File: src/inc/dhra_consts.vh
// Constants of the dual host register access block
`ifndef DHRA_CONSTS_VH
`define DHRA_CONSTS_VH
`define DHRA_DATA_W      8
`define DHRA_BITS_PER_B  4'h8
`define DHRA_ADDR_RST    8'h00
`define DHRA_DATA_RST    8'h00
`define DHRA_BUF_DEPTH   2
`define DHRA_SYNC_RST    1'b0
`define DHRA_SCLK_RST    1'b0
`define DHRA_PIN_IDLE    12'h2e0
`define DHRA_STRAP_WAIT  2'h2
`define DHRA_BUS_PERIOD_NS 160
`define DHRA_CLK_PERIOD_NS 20
`endif

File: src/rtl/dhra_skid_buf.v
// Two-entry buffer with valid and ready on both sides
module dhra_skid_buf #(
  parameter WIDTH = 16
) (
  input  wire             clk_sys,
  input  wire             rst_n,
  input  wire [WIDTH-1:0] in_data,
  input  wire             in_valid,
  output wire             in_ready,
  output wire [WIDTH-1:0] out_data,
  output wire             out_valid,
  input  wire             out_ready
);
  reg [WIDTH-1:0] mem_reg [0:1];
  reg             wr_ptr_reg;
  reg             rd_ptr_reg;
  reg [1:0]       count_reg;
  wire            push;
  wire            pop;

  assign in_ready  = (count_reg != 2'd2);
  assign out_valid = (count_reg != 2'd0);
  assign out_data  = mem_reg[rd_ptr_reg];
  assign push      = in_valid && in_ready;
  assign pop       = out_valid && out_ready;

  always @(posedge clk_sys or negedge rst_n) begin
    if (!rst_n) begin
      wr_ptr_reg <= 1'b0;
      rd_ptr_reg <= 1'b0;
      count_reg  <= 2'd0;
      mem_reg[0] <= {WIDTH{1'b0}};
      mem_reg[1] <= {WIDTH{1'b0}};
    end else begin
      if (push) begin
        mem_reg[wr_ptr_reg] <= in_data;
        wr_ptr_reg          <= ~wr_ptr_reg;
      end
      if (pop)
        rd_ptr_reg <= ~rd_ptr_reg;
      if (push && !pop)
        count_reg <= count_reg + 2'd1;
      else if (pop && !push)
        count_reg <= count_reg - 2'd1;
    end
  end
endmodule

File: src/rtl/dhra_host_port.v
// Host access port: parallel multiplexed bus or serial synchronous link
`include "dhra_consts.vh"

// Notes on behaviour
// - Strap high enables serial pins and ignores the parallel strobes.
// - Strap low enables the parallel port on all eight bus lines.
// - The address is latched on the falling edge of the latch strobe.
// - Store strobe rising edge writes, read strobe low reads the latched address.
// - The first serial byte is the address, data bytes follow.
// - Direction pin high reads, low writes, set at access start.
// - With auto decrement set the address drops by one after each data byte.
// - Every serial byte is shifted most significant bit first.
// - Serial input is sampled on the rising serial clock edge.
// - With edge select low, serial output changes on the rising edge.
// - With edge select high, serial output changes on the falling edge.
module dhra_host_port (
  input  wire       clk_sys,
  input  wire       arst_n,
  input  wire       interface_choice_strap,
  input  wire       chip_select_n,
  input  wire [7:0] muxed_bus_in,
  output reg  [7:0] muxed_bus_out,
  output reg        muxed_bus_oe,
  input  wire       bus_latch_strobe,
  input  wire       read_strobe_n,
  input  wire       store_strobe_n,
  input  wire       serial_clk,
  input  wire       serial_in,
  output reg        serial_out,
  input  wire       direction_select_n,
  input  wire       output_edge_select,
  input  wire       auto_decrement_enable,
  output wire [7:0] reg_addr,
  output wire [7:0] reg_wdata,
  output wire       reg_wvalid,
  input  wire       reg_wready,
  output reg        reg_rd,
  input  wire [7:0] reg_rdata
);
  // ****************************************************
  // Reset release and input synchronisers
  // ****************************************************
  reg        rst_s1_reg;
  reg        rst_n_reg;
  reg [11:0] sync1_reg;
  reg [11:0] sync2_reg;
  reg [11:0] prev_reg;
  wire       rst_n;
  wire [11:0] raw_in;

  assign rst_n  = rst_n_reg;
  assign raw_in = {serial_clk, serial_in, direction_select_n,
                   output_edge_select, chip_select_n, read_strobe_n,
                   store_strobe_n, bus_latch_strobe, muxed_bus_in[3:0]};

  always @(posedge clk_sys or negedge arst_n) begin
    if (!arst_n) begin
      rst_s1_reg <= 1'b0;
      rst_n_reg  <= 1'b0;
    end else begin
      rst_s1_reg <= 1'b1;
      rst_n_reg  <= rst_s1_reg;
    end
  end

  reg [3:0] bus_hi_s1_reg;
  reg [3:0] bus_hi_s2_reg;
  reg       strap_s1_reg;
  reg       strap_s2_reg;
  reg       serial_mode_reg;

  always @(posedge clk_sys or negedge rst_n) begin
    if (!rst_n) begin
      // Idle pin levels, so no false edge follows reset
      sync1_reg     <= `DHRA_PIN_IDLE;
      sync2_reg     <= `DHRA_PIN_IDLE;
      prev_reg      <= `DHRA_PIN_IDLE;
      bus_hi_s1_reg <= 4'h0;
      bus_hi_s2_reg <= 4'h0;
      strap_s1_reg  <= `DHRA_SYNC_RST;
      strap_s2_reg  <= `DHRA_SYNC_RST;
    end else begin
      sync1_reg     <= raw_in;
      sync2_reg     <= sync1_reg;
      prev_reg      <= sync2_reg;
      bus_hi_s1_reg <= muxed_bus_in[7:4];
      bus_hi_s2_reg <= bus_hi_s1_reg;
      strap_s1_reg  <= interface_choice_strap;
      strap_s2_reg  <= strap_s1_reg;
    end
  end

  // Strap is static, so one capture after reset is enough
  // Taken only once the strap has crossed both sync stages
  // strap held fixed
  reg [1:0] strap_wait_reg;
  always @(posedge clk_sys or negedge rst_n) begin
    if (!rst_n) begin
      serial_mode_reg <= 1'b0;
      strap_wait_reg  <= 2'h0;
    end else if (strap_wait_reg != 2'h3) begin
      strap_wait_reg <= strap_wait_reg + 2'h1;
      if (strap_wait_reg == `DHRA_STRAP_WAIT)
        serial_mode_reg <= strap_s2_reg;
    end
  end

  wire [7:0] bus_s    = {bus_hi_s2_reg, sync2_reg[3:0]};
  wire       sclk_s   = sync2_reg[11];
  wire       sdi_s    = sync2_reg[10];
  wire       dir_rd_s = sync2_reg[9];
  wire       edge_s   = sync2_reg[8];
  wire       cs_n_s   = sync2_reg[7];
  wire       rd_n_s   = sync2_reg[6];
  wire       wr_n_s   = sync2_reg[5];
  wire       ale_s    = sync2_reg[4];
  wire       sclk_rise = sclk_s && !prev_reg[11];
  wire       sclk_fall = !sclk_s && prev_reg[11];
  wire       cs_open   = !cs_n_s && prev_reg[7];
  wire       ale_fall  = !ale_s && prev_reg[4];
  wire       rd_fall   = !rd_n_s && prev_reg[6];
  wire       wr_rise   = wr_n_s && !prev_reg[5];

  // ****************************************************
  // Write path buffer
  // ****************************************************
  reg  [7:0] wq_addr;
  reg  [7:0] wq_data;
  reg        wq_valid;
  wire       wq_ready;
  wire [15:0] wq_out;

  dhra_skid_buf #(.WIDTH(16)) u_wbuf (
    .clk_sys   (clk_sys),
    .rst_n     (rst_n),
    .in_data   ({wq_addr, wq_data}),
    .in_valid  (wq_valid),
    .in_ready  (wq_ready),
    .out_data  (wq_out),
    .out_valid (reg_wvalid),
    .out_ready (reg_wready)
  );
  assign reg_wdata = wq_out[7:0];

  // ****************************************************
  // Parallel port and serial port
  // ****************************************************
  localparam ST_IDLE = 2'd0;
  localparam ST_ADDR = 2'd1;
  localparam ST_DATA = 2'd2;
  localparam ST_DONE = 2'd3;

  reg [7:0] latch_addr_reg;
  reg [7:0] rd_addr_reg;
  reg [1:0] state_reg;
  reg [7:0] shift_reg;
  reg [7:0] tx_reg;
  reg [3:0] bit_cnt_reg;
  reg [7:0] ser_addr_reg;
  reg       dir_rd_reg;
  reg       load_pend_reg;
  reg       rd_pend_reg;

  // Queued write owns the address lines while it waits
  assign reg_addr = reg_wvalid ? wq_out[15:8] : rd_addr_reg;

  function [7:0] next_addr;
    input [7:0] a;
    input       dec;
    begin
      next_addr = dec ? a - 8'h01 : a;
    end
  endfunction

  wire [7:0] shift_next = {shift_reg[6:0], sdi_s};

  always @(posedge clk_sys or negedge rst_n) begin
    if (!rst_n) begin
      latch_addr_reg <= `DHRA_ADDR_RST;
      rd_addr_reg    <= `DHRA_ADDR_RST;
      muxed_bus_out  <= `DHRA_DATA_RST;
      muxed_bus_oe   <= 1'b0;
      state_reg      <= ST_IDLE;
      shift_reg      <= `DHRA_DATA_RST;
      tx_reg         <= `DHRA_DATA_RST;
      bit_cnt_reg    <= 4'h0;
      ser_addr_reg   <= `DHRA_ADDR_RST;
      dir_rd_reg     <= 1'b0;
      serial_out     <= `DHRA_SCLK_RST;
      wq_addr        <= `DHRA_ADDR_RST;
      wq_data        <= `DHRA_DATA_RST;
      wq_valid       <= 1'b0;
      reg_rd         <= 1'b0;
      load_pend_reg  <= 1'b0;
      rd_pend_reg    <= 1'b0;
    end else begin
      reg_rd <= 1'b0;
      // Read data stands the cycle after the request
      rd_pend_reg <= reg_rd;
      if (wq_valid && wq_ready)
        wq_valid <= 1'b0;
      if (!serial_mode_reg) begin
        if (ale_fall)
          latch_addr_reg <= bus_s;
        rd_addr_reg <= latch_addr_reg;
        if (rd_fall && !cs_n_s)
          reg_rd <= 1'b1;
        if (rd_pend_reg)
          muxed_bus_out <= reg_rdata;
        muxed_bus_oe <= !rd_n_s && !cs_n_s;
        if (wr_rise && !cs_n_s && !wq_valid) begin
          wq_addr  <= latch_addr_reg;
          wq_data  <= bus_s;
          wq_valid <= 1'b1;
        end
      end else begin
        muxed_bus_oe <= 1'b0;
        rd_addr_reg  <= ser_addr_reg;
        if (cs_n_s) begin
          state_reg   <= ST_IDLE;
          load_pend_reg <= 1'b0;
          bit_cnt_reg <= 4'h0;
        end else begin
          if (cs_open || state_reg == ST_IDLE) begin
            dir_rd_reg  <= dir_rd_s;
            state_reg   <= ST_ADDR;
            bit_cnt_reg <= 4'h0;
          end
          if (sclk_rise && state_reg != ST_IDLE) begin
            shift_reg   <= shift_next;
            bit_cnt_reg <= bit_cnt_reg + 4'h1;
            if (bit_cnt_reg == `DHRA_BITS_PER_B - 4'h1) begin
              bit_cnt_reg <= 4'h0;
              if (state_reg == ST_ADDR) begin
                ser_addr_reg  <= shift_next;
                state_reg     <= ST_DATA;
                load_pend_reg <= dir_rd_reg;
              end else if (state_reg == ST_DATA) begin
                if (!dir_rd_reg && !wq_valid) begin
                  wq_addr  <= ser_addr_reg;
                  wq_data  <= shift_next;
                  wq_valid <= 1'b1;
                end
                ser_addr_reg  <= next_addr(ser_addr_reg,
                                           auto_decrement_enable);
                load_pend_reg <= dir_rd_reg && auto_decrement_enable;
                if (!auto_decrement_enable)
                  state_reg <= ST_DONE;
              end
            end
          end
          if (load_pend_reg) begin
            reg_rd        <= 1'b1;
            load_pend_reg <= 1'b0;
          end
          if (rd_pend_reg)
            tx_reg <= reg_rdata;
          if (state_reg == ST_DATA && dir_rd_reg) begin
            if ((edge_s ? sclk_fall : sclk_rise)) begin
              serial_out <= tx_reg[7];
              tx_reg     <= {tx_reg[6:0], 1'b0};
            end
          end
        end
      end
    end
  end
endmodule

File: config.mk
export PLATFORM = sky130hd
export DESIGN_NAME = dhra_host_port
export DESIGN_NICKNAME = d
export VERILOG_FILES = /design/src/rtl/dhra_skid_buf.v /design/src/rtl/dhra_host_port.v
export VERILOG_INCLUDE_DIRS = /design/src /design/src/inc
export SDC_FILE = /design/constraint.sdc
export NUM_CORES = 1
export LEC_CHECK = 0
export ABC_CLOCK_PERIOD_IN_PS = 6100
export BUFFER_PORTS_ARGS = -buffer_cell sky130_fd_sc_hd__buf_4
export CAP_MARGIN = 30
export CORE_MARGIN = 10
export CORE_UTILIZATION = 59
export CTS_BUF_LIST = sky130_fd_sc_hd__clkbuf_4 sky130_fd_sc_hd__clkbuf_8 sky130_fd_sc_hd__clkbuf_16
export DETAILED_ROUTE_END_ITERATION = 8
export PLACE_DENSITY_LB_ADDON = 0.12
export SYNTH_ARGS = -nofsm -noshare
export SYNTH_HDL_FRONTEND = slang
export SYNTH_SLANG_ARGS = --single-unit
export TNS_END_PERCENT = 5
File: constraint.sdc
create_clock -name clk_sys -period 6.1 [get_ports clk_sys]
set_clock_uncertainty 0.1 [all_clocks]
set_input_delay 1.22 -clock clk_sys [delete_from_list [all_inputs] [get_ports clk_sys]]
set_output_delay 1.22 -clock clk_sys [all_outputs]
set_load 0.02 [all_outputs]
==> results of run 1 <==
## report_power, final
part | total [mW] | leakage (nW) | internal [mW] | switching, mW
sequential | 1.39 | 1.88 | 1.24 | 0.151
clock | 1.07 | 0.298 | 0.681 | 0.390
combinational | 0.701 | 1.25 | 0.374 | 0.327
total | 3.16 | 3.43 | 2.29 | 0.867
## routing by layer
layer	wire length, um	share of wire, %
met1	5220	45
met2	5750	50
met3	477	4.1
met4	123	1.1
met5	0	0
## cell type report
cell class	instances	area share, %
clock inverter	11	2.25
multi-input combinational	254	30.0
inverter	14	0.704
tap	136	2.28
clock buffer	20	5.94
sequential	156	52.5
timing repair buffer	60	6.30
## cell families after synthesis
family / count (synthesis) / synth area share (%)
compound gates: 55 / 6.45
xor+xnor: 6 / 0.834
fa+ha+maj: 8 / 1.59
buf+inv: 33 / 2.34
flops: 156 / 62.2
mux: 105 / 19.1
other cells: 1 / 0.0595
simple gates: 79 / 7.44
## metrics by stage
stage | utilization [%] | power (mW)
6_report | 72.0 | 3.16
5_1_grt | 72.0 | 3.31
4_1_cts | 72.0 | 3.19
3_5_place_dp | 66.1 | 2.11
3_3_place_gp | 65.8 | 2.07
2_1_floorplan | - | 1.84
## final timing paths
| check | from | slack [ps] | end | cells past startpoint |
|---|---|---|---|---|
| setup reg to reg | state_reg[0]$_DFFE_PN0P_ | 3270 | wq_data[4]$_DFFE_PN0P_ | 4 |
| hold reg to reg | rst_n$_DFF_PN0_ | 110 | bit_cnt_reg[1]$_DFFE_PN0P_ | 0 |
| max in group asynchronous | rst_n$_DFF_PN0_ | 4260 | dir_rd_reg$_DFFE_PN0P_ | 2 |
| setup / recovery | u_wbuf.rd_ptr_reg$_DFFE_PN0P_ | 2750 | reg_wdata[6] | 2 |
| hold / removal | rst_n$_DFF_PN0_ | 110 | bit_cnt_reg[1]$_DFFE_PN0P_ | 0 |
| min in group clk_sys | sync1_reg[0]$_DFF_PN0_ | 250 | sync2_reg[0]$_DFF_PN0_ | 0 |
## synth_stat cells (all sizes together) (3+ instances only)
| library cell | n |
|---|---|
| nor2b | 6 |
| inv | 14 |
| o32ai | 3 |
| nor3b | 7 |
| nor2 | 21 |
| o21ai | 10 |
| nand2 | 10 |
| nand3b | 3 |
| nor3 | 4 |
| ha | 8 |
| a21oi | 11 |
| xnor2 | 4 |
| dfstp | 11 |
| dfrtp | 145 |
| mux2i | 9 |
| and2 | 4 |
| nor4 | 4 |
| a211oi | 5 |
| mux2 | 96 |
| nand3 | 5 |
| clkbuf | 10 |
| a221o | 6 |
| buf | 9 |
==> impl_metrics.csv, run 1 <==
group,metric,value,unit
cells_and_area,seqCellArea,3920,um2
job,drv_cap,0,
grt,antenna_found_initial,0,
critical_path,worstPathCellList,"mux2_2, buf_4",
pwr,p_leak,3.43,nW
yosys,synth_ff_type,"dfrtp_1",
yosys,synth.largest_area_cell,"dfrtp_1",
critical_path,slowest_delay,930,ps
cells_and_area,fillers,685,
yosys,yosys.cell_types.count,59,
grt,grtUsageTotal,16.4,%
route,drt_pass1_iterations,4,
clock_tree,htreeDepth,4,
clock_tree,post-cts-setup-buffer-count,0,
floorplan,core_area,10400,um2
critical_path,crit_path_start_kind,"register",
place,dpl_cell_area,6850,um2
yosys,yosysSeqAreaShare,62.2,%
place,dp_cells,620,
floorplan,start_util,60.8,%
sta,rsz0062_at_grt,"no",
cells_and_area,layout_common_cells,"144 x dfrtp_1, 87 x mux2_2, 59 x buf_4, 21 x nor2_1, 16 x clkbuf_16",
sta,hold_viol_final,0,
yosys,postSynthCellCount,443,
clock_tree,cts_buffers,17,
clock_tree,ctsRootBufferMaster,"clkbuf_8",
route,antenna_left,0,
route,num_vias,3644,
critical_path,path_delay_family,"flip-flops",
route,viasPerCell,5.60,
yosys,synth-seq-cells,156,
sta,slew_viol_final,0,
sta,fin_crit,3350,ps
grt,gr-max-usage-layer,"met2",
yosys,synth_top_area_share,57.6,%
sta,setup_ws,2750,ps
place,hpwl,7660,um
floorplan,dieArea,15200,um2
yosys,synthArstFlopShare,100,%
place,place_ws,3240,ps
clock_tree,cts_tree,"done",
pwr,pwr_density_cell,423,nW/um2
cells_and_area,drive_gt1_share,40.8,%
critical_path,arrival,2030,ps
cells_and_area,multi_input_area,2240,um2
clock_tree,path_clk_slew,60,ps
pwr,peakVddDrop,0.000214,V
clock_tree,postCtsHoldBufs,0,
yosys,synth_enable_flop_cells,0,
cells_and_area,syn_to_final_growth,18.4,%
place,place.gp.congestion,0.850,
route,wire_per_inst,17.8,um
worst_hold_path,hold_path.class,"reg2async",
clock_tree,clock_latency,520,ps
route,first_iter_violations,260,
cells_and_area,stdcell_count,651,
grt,gr-total-overflow,0,
grt,met3_usage,4.74,%
grt,grt_pass1_vias,3874,
floorplan,ios,57,
yosys,avgSynthCellArea,14.2,um2
grt,grt_use_met2,26.4,%
grt,grt_max_degree,72,
cells_and_area,final_common_cell,"dfrtp_1",
clock_tree,post_cts_resized,0,
critical_path,crit_path_top_delay_cell,"dfrtp_1",
grt,grt_util_met1,21.0,%
critical_path,path_buf_inv,1,
yosys,synth.area.top_cells,"dfrtp_1 58%, mux2_2 16%, dfstp_2 4.6%",
critical_path,crit_path_end_kind,"primary output",
sta,timing.final.crit_share,54.9,%
floorplan,die_w,123,um
clock_tree,cts_max_path_buffers,2,
route,drc,0,
sta,finalSetupViolCount,0,
sta,slew-limit-headroom,36.2,%
sta,finalSetupTns,0,ps
critical_path,path_max_fanout,17,
sta,fmax,298,MHz
sta,whs,113,ps
sta,worst_pin_slew,957,ps
place,numPortBuffers,56,
cells_and_area,largest_register_ffs,32,
critical_path,crit_type,"reg2out",
yosys,mappedNetlistArea,6300,um2
cells_and_area,diodes,0,
yosys,syn_nets,480,
route,drt-total-wl,11600,um
cells_and_area,final_nets,540,
cells_and_area,finalInstanceArea,7460,um2
yosys,yosys_warnings,0,
grt,grt_pass1_wl,19700,um
clock_tree,cts_sinks,156,
critical_path,crit_required,4780,ps
floorplan,chipHeight,123,um
outcome,status,"finished, final reports clean",
floorplan,fp-row-count,37,
(Power assumes the default switching activity.)
==> run 2, diff against run 1 <==
--- a/config.mk
+++ b/config.mk
@@ -6,11 +6,11 @@
 export SDC_FILE = /design/constraint.sdc
 export NUM_CORES = 1
 export LEC_CHECK = 0
-export ABC_CLOCK_PERIOD_IN_PS = 6100
+export ABC_CLOCK_PERIOD_IN_PS = 3050
 export BUFFER_PORTS_ARGS = -buffer_cell sky130_fd_sc_hd__buf_4
 export CAP_MARGIN = 30
 export CORE_MARGIN = 10
-export CORE_UTILIZATION = 59
+export CORE_UTILIZATION = 53
 export CTS_BUF_LIST = sky130_fd_sc_hd__clkbuf_4 sky130_fd_sc_hd__clkbuf_8 sky130_fd_sc_hd__clkbuf_16
 export DETAILED_ROUTE_END_ITERATION = 8
 export PLACE_DENSITY_LB_ADDON = 0.12
==> constraint.sdc (replaced) <==
create_clock -name clk_sys -period 3.05 [get_ports clk_sys]
set_clock_uncertainty 0.1 [all_clocks]
set_input_delay 0.61 -clock clk_sys [delete_from_list [all_inputs] [get_ports clk_sys]]
set_output_delay 0.61 -clock clk_sys [all_outputs]
set_load 0.02 [all_outputs]
==> impl_metrics.csv, run 2 (synthesis gave the netlist of run 1 again) <==
group,metric,value,unit
clock_tree,cts_sinks,156,
grt,gr-max-usage-layer,"met2",
grt,gr-total-overflow,0,
pwr,peakVddDrop,0.000407,V
cells_and_area,layout_common_cells,"144 x dfrtp_1, 87 x mux2_2, 69 x buf_4, 21 x nor2_1, 17 x clkbuf_16",
clock_tree,cts_max_path_buffers,2,
critical_path,crit_path_start_kind,"register",
critical_path,path_delay_family,"simple AND/OR/NAND/NOR gates",
route,drc,0,
cells_and_area,largest_register_ffs,32,
grt,grt_util_met1,18.7,%
floorplan,core_area,11500,um2
cells_and_area,diodes,0,
critical_path,crit_required,3250,ps
route,drt-total-wl,11400,um
sta,fin_crit,2540,ps
cells_and_area,fillers,864,
grt,grtUsageTotal,14.6,%
clock_tree,post_cts_resized,0,
grt,met3_usage,4.49,%
floorplan,die_w,129,um
critical_path,worstPathCellList,"inv_1, ha_1, nor4b_4, nand3_2, o21ai_4, buf_4, mux2_2",
cells_and_area,syn_to_final_growth,19.7,%
clock_tree,postCtsHoldBufs,1,
route,antenna_left,0,
sta,finalSetupViolCount,0,
cells_and_area,multi_input_area,2240,um2
clock_tree,path_clk_slew,60,ps
sta,rsz0062_at_grt,"no",
job,drv_cap,0,
critical_path,crit_type,"reg2reg",
floorplan,chipHeight,129,um
place,numPortBuffers,56,
route,drt_pass1_iterations,4,
pwr,p_leak,3.48,nW
critical_path,path_buf_inv,2,
clock_tree,ctsRootBufferMaster,"clkbuf_16",
sta,hold_viol_final,0,
clock_tree,clock_latency,420,ps
critical_path,slowest_delay,470,ps
critical_path,crit_path_top_delay_cell,"nor4b_4",
place,place.gp.congestion,0.769,
sta,fmax,394,MHz
critical_path,arrival,2740,ps
grt,grt_pass1_wl,19200,um
sta,slew_viol_final,0,
clock_tree,post-cts-setup-buffer-count,0,
floorplan,ios,57,
cells_and_area,seqCellArea,3920,um2
grt,grt_use_met2,22.6,%
clock_tree,cts_tree,"done",
floorplan,start_util,54.7,%
sta,finalSetupTns,0,ps
outcome,status,"finished, final reports clean",
cells_and_area,final_common_cell,"dfrtp_1",
clock_tree,cts_buffers,17,
route,wire_per_inst,17.0,um
sta,slew-limit-headroom,47.2,%
cells_and_area,drive_gt1_share,41.8,%
route,viasPerCell,5.45,
clock_tree,htreeDepth,4,
grt,antenna_found_initial,0,
cells_and_area,utilization,65.5,%
critical_path,path_max_fanout,17,
critical_path,crit_path_end_kind,"register",
sta,worst_pin_slew,782,ps
pwr,pwr_density_cell,833,nW/um2
grt,grt_pass1_vias,3868,
place,hpwl,7730,um
cells_and_area,final_nets,551,
route,first_iter_violations,226,
sta,timing.final.crit_share,83.3,%
floorplan,dieArea,16700,um2
route,num_vias,3644,
grt,grt_max_degree,66,
worst_hold_path,hold_path.class,"reg2async",
floorplan,fp-row-count,39,
run 2: cell count changes in the layout (fill, tap and decap cells not counted):
cell           previous run  this run
inv_6                     1         0
clkbuf_16                16        17
clkbuf_8                  2         6
buf_12                    0         1
dlygate4sd3_1             0         1
clkinv_4                  1         0
buf_4                    59        69
clkinvlp_4                2         1
buf_16                    1         0
bufinv_16                 4         2
run 2: stage by stage:
stage	cell area, um2	std cells	hold slack, ps	total power, mW	setup WS, ps
after CTS	7540	669	95.4	6.36	492
final	7540	669	88.5	6.28	509
after global routing	7540	669	112	6.59	408
after floorplan	6300	443	214	3.69	376
after detailed placement	6930	637	91.4	4.23	535
after global placement	6930	637	86.6	4.18	628
run 2: layout make-up:
| class | count | area share (%) |
|---|---|---|
| clock inverter | 6 | 1.09 |
| inverter | 14 | 0.697 |
| multi-input combinational | 254 | 29.7 |
| tap | 143 | 2.37 |
| clock buffer | 25 | 6.93 |
| timing repair buffer | 71 | 7.26 |
| sequential | 156 | 52.0 |
run 2: power by group:
group	internal, mW	switching, mW	total [mW]
sequential	2.47	0.263	2.74
combinational	0.760	0.679	1.44
clock	1.34	0.764	2.11
total	4.58	1.71	6.28
run 2: final timing paths:
kind	endpoint	startpoint	cells after the start	slack, ps
max in group asynchronous	wq_data[6]$_DFFE_PN0P_	rst_n$_DFF_PN0_	1	2030
max reg2reg	wq_data[1]$_DFFE_PN0P_	state_reg[0]$_DFFE_PN0P_	7	510
min reg2reg	prev_reg[4]$_DFF_PN0_	rst_n$_DFF_PN0_	0	90
min in group clk_sys	sync1_reg[9]$_DFF_PN1_	direction_select_n	1	190
max	wq_data[1]$_DFFE_PN0P_	state_reg[0]$_DFFE_PN0P_	7	510
min	prev_reg[4]$_DFF_PN0_	rst_n$_DFF_PN0_	0	90
run 2: layer usage:
layer | part of all wire (%) | up-vias
li1 | - | 1735
met1 | 47 | 1831
met2 | 47 | 63
met3 | 4.5 | 15
met4 | 1.6 | 0
met5 | 0 | -
